<file path="config.mk">
export PLATFORM = sky130hd
export DESIGN_NAME = adc_powerdown_config_bank
export DESIGN_NICKNAME = d
export VERILOG_FILES = /design/src/logic/sleep_mask_reg.v /design/src/logic/adc_powerdown_config_bank.v
export VERILOG_INCLUDE_DIRS = /design/src /design/src/logic
export SDC_FILE = /design/constraint.sdc
export NUM_CORES = 1
export LEC_CHECK = 0
export BUFFER_PORTS_ARGS = -buffer_cell sky130_fd_sc_hd__buf_2
export CAP_MARGIN = 30
export CORE_UTILIZATION = 40
export CTS_CLUSTER_DIAMETER = 150
export DETAILED_ROUTE_END_ITERATION = 16
export HOLD_SLACK_MARGIN = 0.1
export PLACE_DENSITY_LB_ADDON = 0.05
export SYNTH_ARGS = -nofsm -noshare
export SYNTH_HDL_FRONTEND = slang
export SYNTH_SLANG_ARGS = --single-unit
</file>
<file path="constraint.sdc">
create_clock -name i_clk -period 2.47 [get_ports i_clk]
set_input_delay 0.494 -clock i_clk [delete_from_list [all_inputs] [get_ports i_clk]]
set_output_delay 0.494 -clock i_clk [all_outputs]
set_load 0.02 [all_outputs]
</file>
<file path="src/logic/adc_powerdown_config_regs.vh">
`ifndef ADC_POWERDOWN_CONFIG_REGS_VH
`define ADC_POWERDOWN_CONFIG_REGS_VH
// register offsets within the master page
`define ADDR_CORE_SLEEP_MASK_ONE 8'h20
`define ADDR_BUFFER_SLEEP_MASK_ONE 8'h21
`define ADDR_CORE_SLEEP_MASK_TWO 8'h23
`define ADDR_BUFFER_SLEEP_MASK_TWO 8'h24
`define ADDR_SLEEP_CONTROL 8'h26
`define ADDR_PERFORMANCE_SETTING_LOW 8'h39
`define ADDR_PERFORMANCE_SETTING_MID 8'h3A
`define ADDR_INPUT_COUPLING_CONTROL 8'h4F
`define ADDR_SYSREF_CONTROL 8'h53
`define ADDR_REGISTER_SLEEP_ENABLE 8'h55
`define ADDR_PERFORMANCE_SETTING_HIGH 8'h56
// field positions
`define BIT_WHOLE_CHIP_SLEEP 7
`define BIT_IGNORE_SLEEP_PIN 6
`define BIT_SLEEP_MASK_CHOICE 5
`define BIT_PERF_LOW_HI 7
`define BIT_PERF_LOW_LO 6
`define BIT_PERF_MID 6
`define BIT_PERF_HIGH 2
`define BIT_INPUT_DIRECT_COUPLING 0
`define BIT_SYSREF_IGNORE 6
`define BIT_SYSREF_HIGH_CM 1
`define BIT_REGISTER_SLEEP_ENABLE 4
// readable masks: write-only positions read as zero
`define RMASK_CORE_SLEEP 8'hFF
`define RMASK_BUFFER_SLEEP 8'hF0
`define RMASK_SLEEP_CONTROL 8'hE0
`define RMASK_PERF_LOW 8'hC0
`define RMASK_PERF_MID 8'h40
`define RMASK_INPUT_COUPLING 8'h01
`define RMASK_SYSREF 8'h42
`define RMASK_REGISTER_SLEEP 8'h10
`define RMASK_PERF_HIGH 8'h04
`define REG_RESET_VALUE 8'h00
`endif

</file>
<file path="src/logic/sleep_mask_reg.v">
`timescale 1ns/1ns
`include "adc_powerdown_config_regs.vh"
// one 8-bit configuration register; only bits in WMASK are stored
module sleep_mask_reg #(
  parameter [7:0] ADDR = 8'h00,
  parameter [7:0] WMASK = 8'hFF
) (
  input wire i_clk,
  input wire i_resetn,
  input wire i_wr_en,
  input wire [7:0] i_addr,
  input wire [7:0] i_wdata,
  output reg [7:0] o_value
);
  // reserved positions never hold state, so stray writes cannot leak in
  always @(posedge i_clk or negedge i_resetn) begin
    if (!i_resetn) begin
      o_value <= `REG_RESET_VALUE;
    end else if (i_wr_en && (i_addr == ADDR)) begin
      o_value <= i_wdata & WMASK;
    end
  end
endmodule

</file>
<file path="src/logic/adc_powerdown_config_bank.v">
`timescale 1ns/1ns
`include "adc_powerdown_config_regs.vh"
module adc_powerdown_config_bank (
  input wire i_clk,
  input wire i_resetn,
  input wire i_wr_en,
  input wire i_rd_en,
  input wire [7:0] i_addr,
  input wire [7:0] i_wdata,
  input wire i_sleep_pin,
  input wire i_sysref,
  output reg [7:0] o_rdata,
  output reg o_whole_chip_sleep,
  output reg [3:0] o_core_sleep_chan_a,
  output reg [3:0] o_core_sleep_chan_b,
  output reg [1:0] o_buffer_sleep_chan_a,
  output reg [1:0] o_buffer_sleep_chan_b,
  output reg [3:0] o_performance_setting,
  output reg o_input_direct_coupling_en,
  output reg o_sysref_high_common_mode_en,
  output reg o_sysref
);
  wire [7:0] core_one;
  wire [7:0] buf_one;
  wire [7:0] core_two;
  wire [7:0] buf_two;
  wire [7:0] perf_low;
  wire [7:0] perf_mid;
  wire [7:0] perf_high;
  wire [7:0] coupling;
  wire [7:0] sysref_ctl;
  wire [7:0] reg_sleep;
  reg [7:0] sleep_control_q;
  reg [2:0] pin_sync_q;
  reg [2:0] sysref_sync_q;
  reg pin_level_q;
  reg sysref_level_q;
  reg [7:0] rdata_d;
  reg [7:0] sel_core;
  reg [7:0] sel_buf;
  reg pin_sleep;
  reg reg_sleep_on;

  // mask one registers
  sleep_mask_reg #(.ADDR(`ADDR_CORE_SLEEP_MASK_ONE), .WMASK(`RMASK_CORE_SLEEP)) u_core_one (
    .i_clk(i_clk),
    .i_resetn(i_resetn),
    .i_wr_en(i_wr_en),
    .i_addr(i_addr),
    .i_wdata(i_wdata),
    .o_value(core_one)
  );
  sleep_mask_reg #(.ADDR(`ADDR_BUFFER_SLEEP_MASK_ONE), .WMASK(`RMASK_BUFFER_SLEEP)) u_buf_one (
    .i_clk(i_clk),
    .i_resetn(i_resetn),
    .i_wr_en(i_wr_en),
    .i_addr(i_addr),
    .i_wdata(i_wdata),
    .o_value(buf_one)
  );
  // mask two registers
  sleep_mask_reg #(.ADDR(`ADDR_CORE_SLEEP_MASK_TWO), .WMASK(`RMASK_CORE_SLEEP)) u_core_two (
    .i_clk(i_clk),
    .i_resetn(i_resetn),
    .i_wr_en(i_wr_en),
    .i_addr(i_addr),
    .i_wdata(i_wdata),
    .o_value(core_two)
  );
  sleep_mask_reg #(.ADDR(`ADDR_BUFFER_SLEEP_MASK_TWO), .WMASK(`RMASK_BUFFER_SLEEP)) u_buf_two (
    .i_clk(i_clk),
    .i_resetn(i_resetn),
    .i_wr_en(i_wr_en),
    .i_addr(i_addr),
    .i_wdata(i_wdata),
    .o_value(buf_two)
  );
  // performance setting pieces; write-only bit 3 still stored for use
  sleep_mask_reg #(.ADDR(`ADDR_PERFORMANCE_SETTING_LOW), .WMASK(`RMASK_PERF_LOW)) u_perf_low (
    .i_clk(i_clk),
    .i_resetn(i_resetn),
    .i_wr_en(i_wr_en),
    .i_addr(i_addr),
    .i_wdata(i_wdata),
    .o_value(perf_low)
  );
  sleep_mask_reg #(.ADDR(`ADDR_PERFORMANCE_SETTING_MID), .WMASK(`RMASK_PERF_MID)) u_perf_mid (
    .i_clk(i_clk),
    .i_resetn(i_resetn),
    .i_wr_en(i_wr_en),
    .i_addr(i_addr),
    .i_wdata(i_wdata),
    .o_value(perf_mid)
  );
  sleep_mask_reg #(.ADDR(`ADDR_PERFORMANCE_SETTING_HIGH), .WMASK(`RMASK_PERF_HIGH)) u_perf_high (
    .i_clk(i_clk),
    .i_resetn(i_resetn),
    .i_wr_en(i_wr_en),
    .i_addr(i_addr),
    .i_wdata(i_wdata),
    .o_value(perf_high)
  );
  // input coupling control
  sleep_mask_reg #(.ADDR(`ADDR_INPUT_COUPLING_CONTROL), .WMASK(`RMASK_INPUT_COUPLING)) u_coup (
    .i_clk(i_clk),
    .i_resetn(i_resetn),
    .i_wr_en(i_wr_en),
    .i_addr(i_addr),
    .i_wdata(i_wdata),
    .o_value(coupling)
  );
  // sysref ignore and common-mode options
  sleep_mask_reg #(.ADDR(`ADDR_SYSREF_CONTROL), .WMASK(`RMASK_SYSREF)) u_sysref (
    .i_clk(i_clk),
    .i_resetn(i_resetn),
    .i_wr_en(i_wr_en),
    .i_addr(i_addr),
    .i_wdata(i_wdata),
    .o_value(sysref_ctl)
  );
  // register sleep enable; gates whichever mask is selected
  sleep_mask_reg #(.ADDR(`ADDR_REGISTER_SLEEP_ENABLE), .WMASK(`RMASK_REGISTER_SLEEP)) u_rsleep (
    .i_clk(i_clk),
    .i_resetn(i_resetn),
    .i_wr_en(i_wr_en),
    .i_addr(i_addr),
    .i_wdata(i_wdata),
    .o_value(reg_sleep)
  );

  // sleep control: chip sleep bit only lands when override was set before this access;
  // setting both in one write leaves it unchanged, so a stray write cannot sleep the part
  always @(posedge i_clk or negedge i_resetn) begin
    if (!i_resetn) begin
      sleep_control_q <= `REG_RESET_VALUE;
    end else if (i_wr_en && (i_addr == `ADDR_SLEEP_CONTROL)) begin
      sleep_control_q[`BIT_IGNORE_SLEEP_PIN] <= i_wdata[`BIT_IGNORE_SLEEP_PIN];
      sleep_control_q[`BIT_SLEEP_MASK_CHOICE] <= i_wdata[`BIT_SLEEP_MASK_CHOICE];
      if (sleep_control_q[`BIT_IGNORE_SLEEP_PIN]) begin
        sleep_control_q[`BIT_WHOLE_CHIP_SLEEP] <= i_wdata[`BIT_WHOLE_CHIP_SLEEP];
      end
    end
  end

  // pin inputs pass three flops; level accepted once stages two and three agree
  always @(posedge i_clk or negedge i_resetn) begin
    if (!i_resetn) begin
      pin_sync_q <= 3'h0;
      sysref_sync_q <= 3'h0;
      pin_level_q <= 1'h0;
      sysref_level_q <= 1'h0;
    end else begin
      pin_sync_q <= {pin_sync_q[1:0], i_sleep_pin};
      sysref_sync_q <= {sysref_sync_q[1:0], i_sysref};
      if (pin_sync_q[1] == pin_sync_q[2]) begin
        pin_level_q <= pin_sync_q[2];
      end
      if (sysref_sync_q[1] == sysref_sync_q[2]) begin
        sysref_level_q <= sysref_sync_q[2];
      end
    end
  end

  // mask selection and sleep sources
  always @* begin
    if (sleep_control_q[`BIT_SLEEP_MASK_CHOICE]) begin
      sel_core = core_two;
      sel_buf = buf_two;
    end else begin
      sel_core = core_one;
      sel_buf = buf_one;
    end
    pin_sleep = pin_level_q & ~sleep_control_q[`BIT_IGNORE_SLEEP_PIN];
    reg_sleep_on = reg_sleep[`BIT_REGISTER_SLEEP_ENABLE];
  end

  // read mux; write-only positions read zero
  always @* begin
    case (i_addr)
      `ADDR_CORE_SLEEP_MASK_ONE: rdata_d = core_one;
      `ADDR_BUFFER_SLEEP_MASK_ONE: rdata_d = buf_one;
      `ADDR_CORE_SLEEP_MASK_TWO: rdata_d = core_two;
      `ADDR_BUFFER_SLEEP_MASK_TWO: rdata_d = buf_two;
      `ADDR_SLEEP_CONTROL: rdata_d = sleep_control_q & `RMASK_SLEEP_CONTROL;
      `ADDR_PERFORMANCE_SETTING_LOW: rdata_d = perf_low;
      `ADDR_PERFORMANCE_SETTING_MID: rdata_d = perf_mid;
      `ADDR_INPUT_COUPLING_CONTROL: rdata_d = coupling;
      `ADDR_SYSREF_CONTROL: rdata_d = sysref_ctl;
      `ADDR_REGISTER_SLEEP_ENABLE: rdata_d = reg_sleep;
      default: rdata_d = `REG_RESET_VALUE;
    endcase
  end

  // registered outputs; pin sleep or whole-chip sleep raises o_whole_chip_sleep only, the mask outputs are not forced
  always @(posedge i_clk or negedge i_resetn) begin
    if (!i_resetn) begin
      o_rdata <= `REG_RESET_VALUE;
      o_whole_chip_sleep <= 1'h0;
      o_core_sleep_chan_a <= 4'h0;
      o_core_sleep_chan_b <= 4'h0;
      o_buffer_sleep_chan_a <= 2'h0;
      o_buffer_sleep_chan_b <= 2'h0;
      o_performance_setting <= 4'h0;
      o_input_direct_coupling_en <= 1'h0;
      o_sysref_high_common_mode_en <= 1'h0;
      o_sysref <= 1'h0;
    end else begin
      if (i_rd_en) begin
        o_rdata <= rdata_d;
      end
      o_whole_chip_sleep <= sleep_control_q[`BIT_WHOLE_CHIP_SLEEP] | pin_sleep;
      o_core_sleep_chan_a <= reg_sleep_on ? sel_core[7:4] : 4'h0;
      o_core_sleep_chan_b <= reg_sleep_on ? sel_core[3:0] : 4'h0;
      o_buffer_sleep_chan_b <= reg_sleep_on ? sel_buf[7:6] : 2'h0;
      o_buffer_sleep_chan_a <= reg_sleep_on ? sel_buf[5:4] : 2'h0;
      o_performance_setting <= {perf_high[`BIT_PERF_HIGH], perf_mid[`BIT_PERF_MID],
                                perf_low[`BIT_PERF_LOW_HI], perf_low[`BIT_PERF_LOW_LO]};
      o_input_direct_coupling_en <= coupling[`BIT_INPUT_DIRECT_COUPLING];
      o_sysref_high_common_mode_en <= sysref_ctl[`BIT_SYSREF_HIGH_CM];
      o_sysref <= sysref_level_q & ~sysref_ctl[`BIT_SYSREF_IGNORE];
    end
  end
endmodule

</file>
# After elaboration in Yosys (flattened, before gate mapping)
# Cells that the tools add are included.
# op_classes
reduce_logical	12
n_eq_ne	13
shift	0
mul	0
n_mux	7
addsub	0
bitwise	5
div_mod_pow	0
magnitude_cmp	0
# op_table
cell	n
$pmux W8 S10	1
$eq A8 B6 Y1 const B	7
$eq A8 B7 Y1 const B	4
$mux W8	2
$logic_and A1 B1 Y1	11
$mux W4	2
$mux W2	2
$and A1 B1 Y1	2
$eq A1 B1 Y1	2
$not A1 Y1	2
$reduce_and A2 Y1	1
$or A1 B1 Y1	1
# totals
input_bits	22
mem_count	0
latchBits	0
regBits	71
ramBits	0
romBits	0
output_inout_bits	28

# Logic depth before layout (Yosys ltp)
# logic_depth
word_depth	3
ltp_mapped	6
depth_no_buf	4

# By module
# A second synthesis with hierarchy kept.
# unflattened
hier_cells	346
hier_area_um2	4037.6
# by_module_without_submodules
module	area_per_inst_um2	cells_per_inst	instances
adc_powerdown_config_bank	2114.5	195	1
sleep_mask_reg at u_core_two	357.8	20	1
sleep_mask_reg at u_core_one	342.8	19	1
sleep_mask_reg at u_perf_high ...	125.1	13	2
sleep_mask_reg at u_buf_two	211.5	16	1
sleep_mask_reg at u_buf_one	210.2	16	1
sleep_mask_reg at u_perf_low	155.1	14	1
sleep_mask_reg at u_sysref	150.1	14	1
sleep_mask_reg at u_perf_mid	126.4	13	1
sleep_mask_reg at u_coup	118.9	13	1

# Worst setup path after synthesis
# No wires, ideal clock.
# synth_timing
path_type	input to register
start	input i_addr[4]
end	register o_rdata[4]
slack_ns	0.440
required_time_ns	2.389
cell_stages	5
arrival_time_ns	1.949
cell_sequence	or4b_1 -> buf_2 -> or4_1 -> a21o_1 -> a31oi_2
# synth_between
elab_chain_len	2
# synth_lines
element	line_no	text
from (decl)	adc_powerdown_config_bank.v:8	input wire [7:0] i_addr,
$eq A8 B7 Y1 or $eq A8 B6 Y1 (tied branches)	adc_powerdown_config_bank.v:179	case (i_addr)
$pmux W8 S10 (*)	adc_powerdown_config_bank.v:179	
to (signal assigned)	adc_powerdown_config_bank.v:197	o_rdata <= `REG_RESET_VALUE;
to (signal assigned)	adc_powerdown_config_bank.v:209	o_rdata <= rdata_d;
to (decl)	adc_powerdown_config_bank.v:12	output reg [7:0] o_rdata,
# Mark *: on every way between the ends. The rest lies on a longest branch, timed or not.
# A chain may end at the register's enable or synchronous reset.

# Worst setup path in the final report
# layout_timing
start	input i_addr[4]
end	register u_core_one.o_value[2]
# layout_between
elab_chain_len	2
# layout_lines
element	line_no	text
$eq A8 B6 Y1	sleep_mask_reg.v:19	end else if (i_wr_en && (i_addr == ADDR)) begin
$logic_and A1 B1 Y1	sleep_mask_reg.v:19	
to (signal assigned)	sleep_mask_reg.v:18	o_value <= `REG_RESET_VALUE;
to (signal assigned)	sleep_mask_reg.v:20	o_value <= i_wdata & WMASK;
to (decl)	sleep_mask_reg.v:13	output reg [7:0] o_value
# No other way between the ends.

==> impl_metrics.json <==
{
  "worstHoldPathType": "input pin to async pin",
  "setup_violations": 0,
  "synth.top_cell.area_share_pct": 58.9,
  "seqPwrFrac_pct": 51.9,
  "power_switching_mw": 0.570,
  "synth_edf_count": 0,
  "synth.most_common_cell": "dfrtp_1",
  "end_kind": "register",
  "cts_buffers": 9,
  "crit_family": "simple AND/OR/NAND/NOR gates",
  "first_global_vias": 1948,
  "syn_avg_cell_area_um2": 13.2,
  "drive_gt1_share_pct": 40.5,
  "syn_area_mm2": 0.00302,
  "slew_violations": 0,
  "antenna_found_initial": 0,
  "clock_sinks": 71,
  "cts_tree": "done",
  "num_antenna_cells": 0,
  "drtIter0Drc": 104,
  "cpPeakStageDelay_ns": 0.52,
  "dp_hpwl_mm": 4.29,
  "finalCritPeriodShare_pct": 79.0,
  "grtUsageTotal_pct": 18.5,
  "row_count": 31,
  "syn_to_final_growth_pct": 19.7,
  "synth_cells": 229,
  "arrival_ns": 2.17,
  "pwr-share-clk_pct": 40.0,
  "clock_latency_ns": 0.34,
  "dieArea_mm2": 0.00789,
  "post_drt_via_cell_ratio": 5.06,
  "fp.dieW_um": 88.8,
  "io_pins": 50,
  "place.gp.congestion": 0.807,
  "clockBufferDepth": 2,
  "first_pass_iters": 4,
  "fmax_ghz": 0.513,
  "yosys_warnings": 0,
  "hold_buffers": 0,
  "yosys-top-cells-count": "71 x dfrtp_1, 38 x mux2_2, 15 x mux2i_1, 15 x nor2b_1, 14 x nor2_1",
  "root_buffer": "clkbuf_8",
  "fp.dieH_um": 88.8,
  "grt_start_max_net_pins": 72,
  "peakVddDrop_mv": 0.325,
  "postPlaceCellArea_mm2": 0.00340,
  "design_area_mm2": 0.00361,
  "wire_per_inst_um": 16.7,
  "tns_ns": 0,
  "ff2ff_setup_slack_ns": 0.86,
  "grt_pass1_wl_mm": 10.3,
  "hold_viol": 0,
  "ys.flop_type": "dfrtp_1",
  "vias": 1964,
  "power_density_mw_per_mm2": 668,
  "p_leak_nw": 1.69,
  "finalCriticalPeriod_ns": 1.95,
  "htree_levels": 3,
  "p_int_mw": 1.84,
  "path_buf_inv": 2,
  "worstMarginPinSlew_ns": 0.822,
  "critical_path.cell_chain": "buf_2 -> or4b_1 -> buf_4 -> nor4_4 -> nand3b_2 -> mux2_2",
  "final.fill_count": 703,
  "switching_share_pct": 23.6,
  "drv_cap": 0,
  "combPwrFrac_pct": 8.1,
  "critPathLaunchType": "input pin",
  "yosysSeqAreaShare_pct": 58.9,
  "port_buffers": 49,
  "ys_seq_elements": 71,
  "crit_type": "input pin to register",
  "cp_slowest_cell": "or4b_1",
  "crit_required_ns": 2.69,
  "status": "finished, final reports clean",
  "routed_wl_mm": 6.46,
  "cts_setup_buffers": 0,
  "rsz0062_at_grt": "no",
  "synth.net_count": 251,
  "synth_top_cell_by_area": "dfrtp_1",
  "relSlewSlack_pct": 45.2,
  "path_max_fanout": 8,
  "drc_errors": 0,
  "initial_core_util_pct": 41.6,
  "nets": 306,
  "grt_overflow": 0,
  "post_cts_resize_count": 0,
  "clk_pin_slew_worst_paths_ns": 0.07,
  "finClkSkew_ns": 0.00953,
  "ys_types": 40,
  "async_reset_ff_share_pct": 100,
  "core_mm2": 0.00725,
  "synth_area_leaders": "dfrtp_1 59%, mux2_2 14%, mux2i_1 5.0%",
  "drtAntennaViolNets": 0
}
-- routing by layer --
metal / up-vias / part of all wire, % / GRT usage [%]
met2: 41 / 47 / 29.2
li1: 937 / - / -
met1: 976 / 48 / 24.8
met3: 10 / 3.0 / 3.08
met5: - / 0 / 0
met4: 0 / 1.8 / 8.80
-- per-stage QoR --
stage / utilization [%] / std cells / setup slack [ns] / hold slack (ns) / power (mW)
finish: 49.7 / 388 / 0.519 / 0.137 / 2.41
global route: 49.7 / 388 / 0.431 / 0.195 / 2.51
CTS: 49.7 / 388 / 0.499 / 0.180 / 2.44
detailed placement: 46.9 / 372 / 0.157 / 0.341 / 1.48
global placement: 46.9 / 372 / 0.210 / 0.332 / 1.47
floorplan: - / 229 / 0.440 / 0.198 / 1.37
-- layout make-up --
type                            instances  area, µm²  share of cell area [%]
Clock inverter                          3       40.0                    1.11
Timing Repair Buffer                   55        303                    8.39
Multi-Input combinational cell        146       1190                    33.0
Clock buffer                           13        169                    4.68
Tap cell                               99        124                    3.43
Sequential cell                        71       1780                    49.2
Inverter                                1       3.75                   0.104
-- cell usage in the layout (no fill, tap or decap), drive strengths merged --
cell type and instances:
mux2i 15, or3b 1, mux2 38, buf 55, nand4b 1, nor3 2
a22oi 4, a32oi 1, a32o 1, or4b 1, clkinv 2, dfrtp 71
nand3 7, nor2b 15, and4bb 1, bufinv 1, or3 1, clkbuf 13
a22o 1, a222oi 1, nand4 1, nor2 14, nor4b 1, maj3 2
nand3b 1, a21oi 3, nor4 4, or4bb 1, or4 2, nand2 14
a21o 2, o2bb2a 1, o32a 1, o21ai 4, inv 1, a31oi 4
nor3b 1
-- power groups by stage --
| stage | registers, mW | clock network [mW] | logic, mW |
|---|---|---|---|
| 6_report | 1.25 | 0.963 | 0.195 |
| 5_1_grt | 1.26 | 1.03 | 0.218 |
| 4_1_cts | 1.25 | 0.989 | 0.200 |
| 3_5_place_dp | 1.28 | 0 | 0.200 |
| 3_3_place_gp | 1.27 | 0 | 0.198 |
| 2_1_floorplan | 1.28 | 0 | 0.0914 |
-- logic make-up after synthesis --
family	synth area share, %
mux	19.2
buf+inv	1.54
compound gates	5.60
fa+ha+maj	0.664
flops	58.9
simple gates	14.1
-- state kept, by name, indices dropped and copies added (netlist names), 2 cells and up --
register	flops
o_rdata	8
u_core_one.o_value	8
u_core_two.o_value	8
o_core_sleep_chan_a	4
o_core_sleep_chan_b	4
o_performance_setting	4
u_buf_one.o_value	4
u_buf_two.o_value	4
pin_sync_q	3
sleep_control_q	3
sysref_sync_q	3
o_buffer_sleep_chan_a	2
o_buffer_sleep_chan_b	2
u_perf_low.o_value	2
u_sysref.o_value	2
-- path summary, 6_finish.rpt --
check,cells after the start,from,end
worst min register to register,0,sysref_sync_q[0],sysref_sync_q[1]
worst min-delay path,2,i_resetn,o_core_sleep_chan_b[1]
max in group asynchronous,2,i_resetn,o_core_sleep_chan_b[0]
worst max register to register,4,u_rsleep.o_value[4],o_rdata[4]
min in group i_clk,1,i_sleep_pin,pin_sync_q[0]
worst max-delay path,6,i_addr[4],u_core_one.o_value[2]
Note: power is estimated with default switching activity, not from simulation.
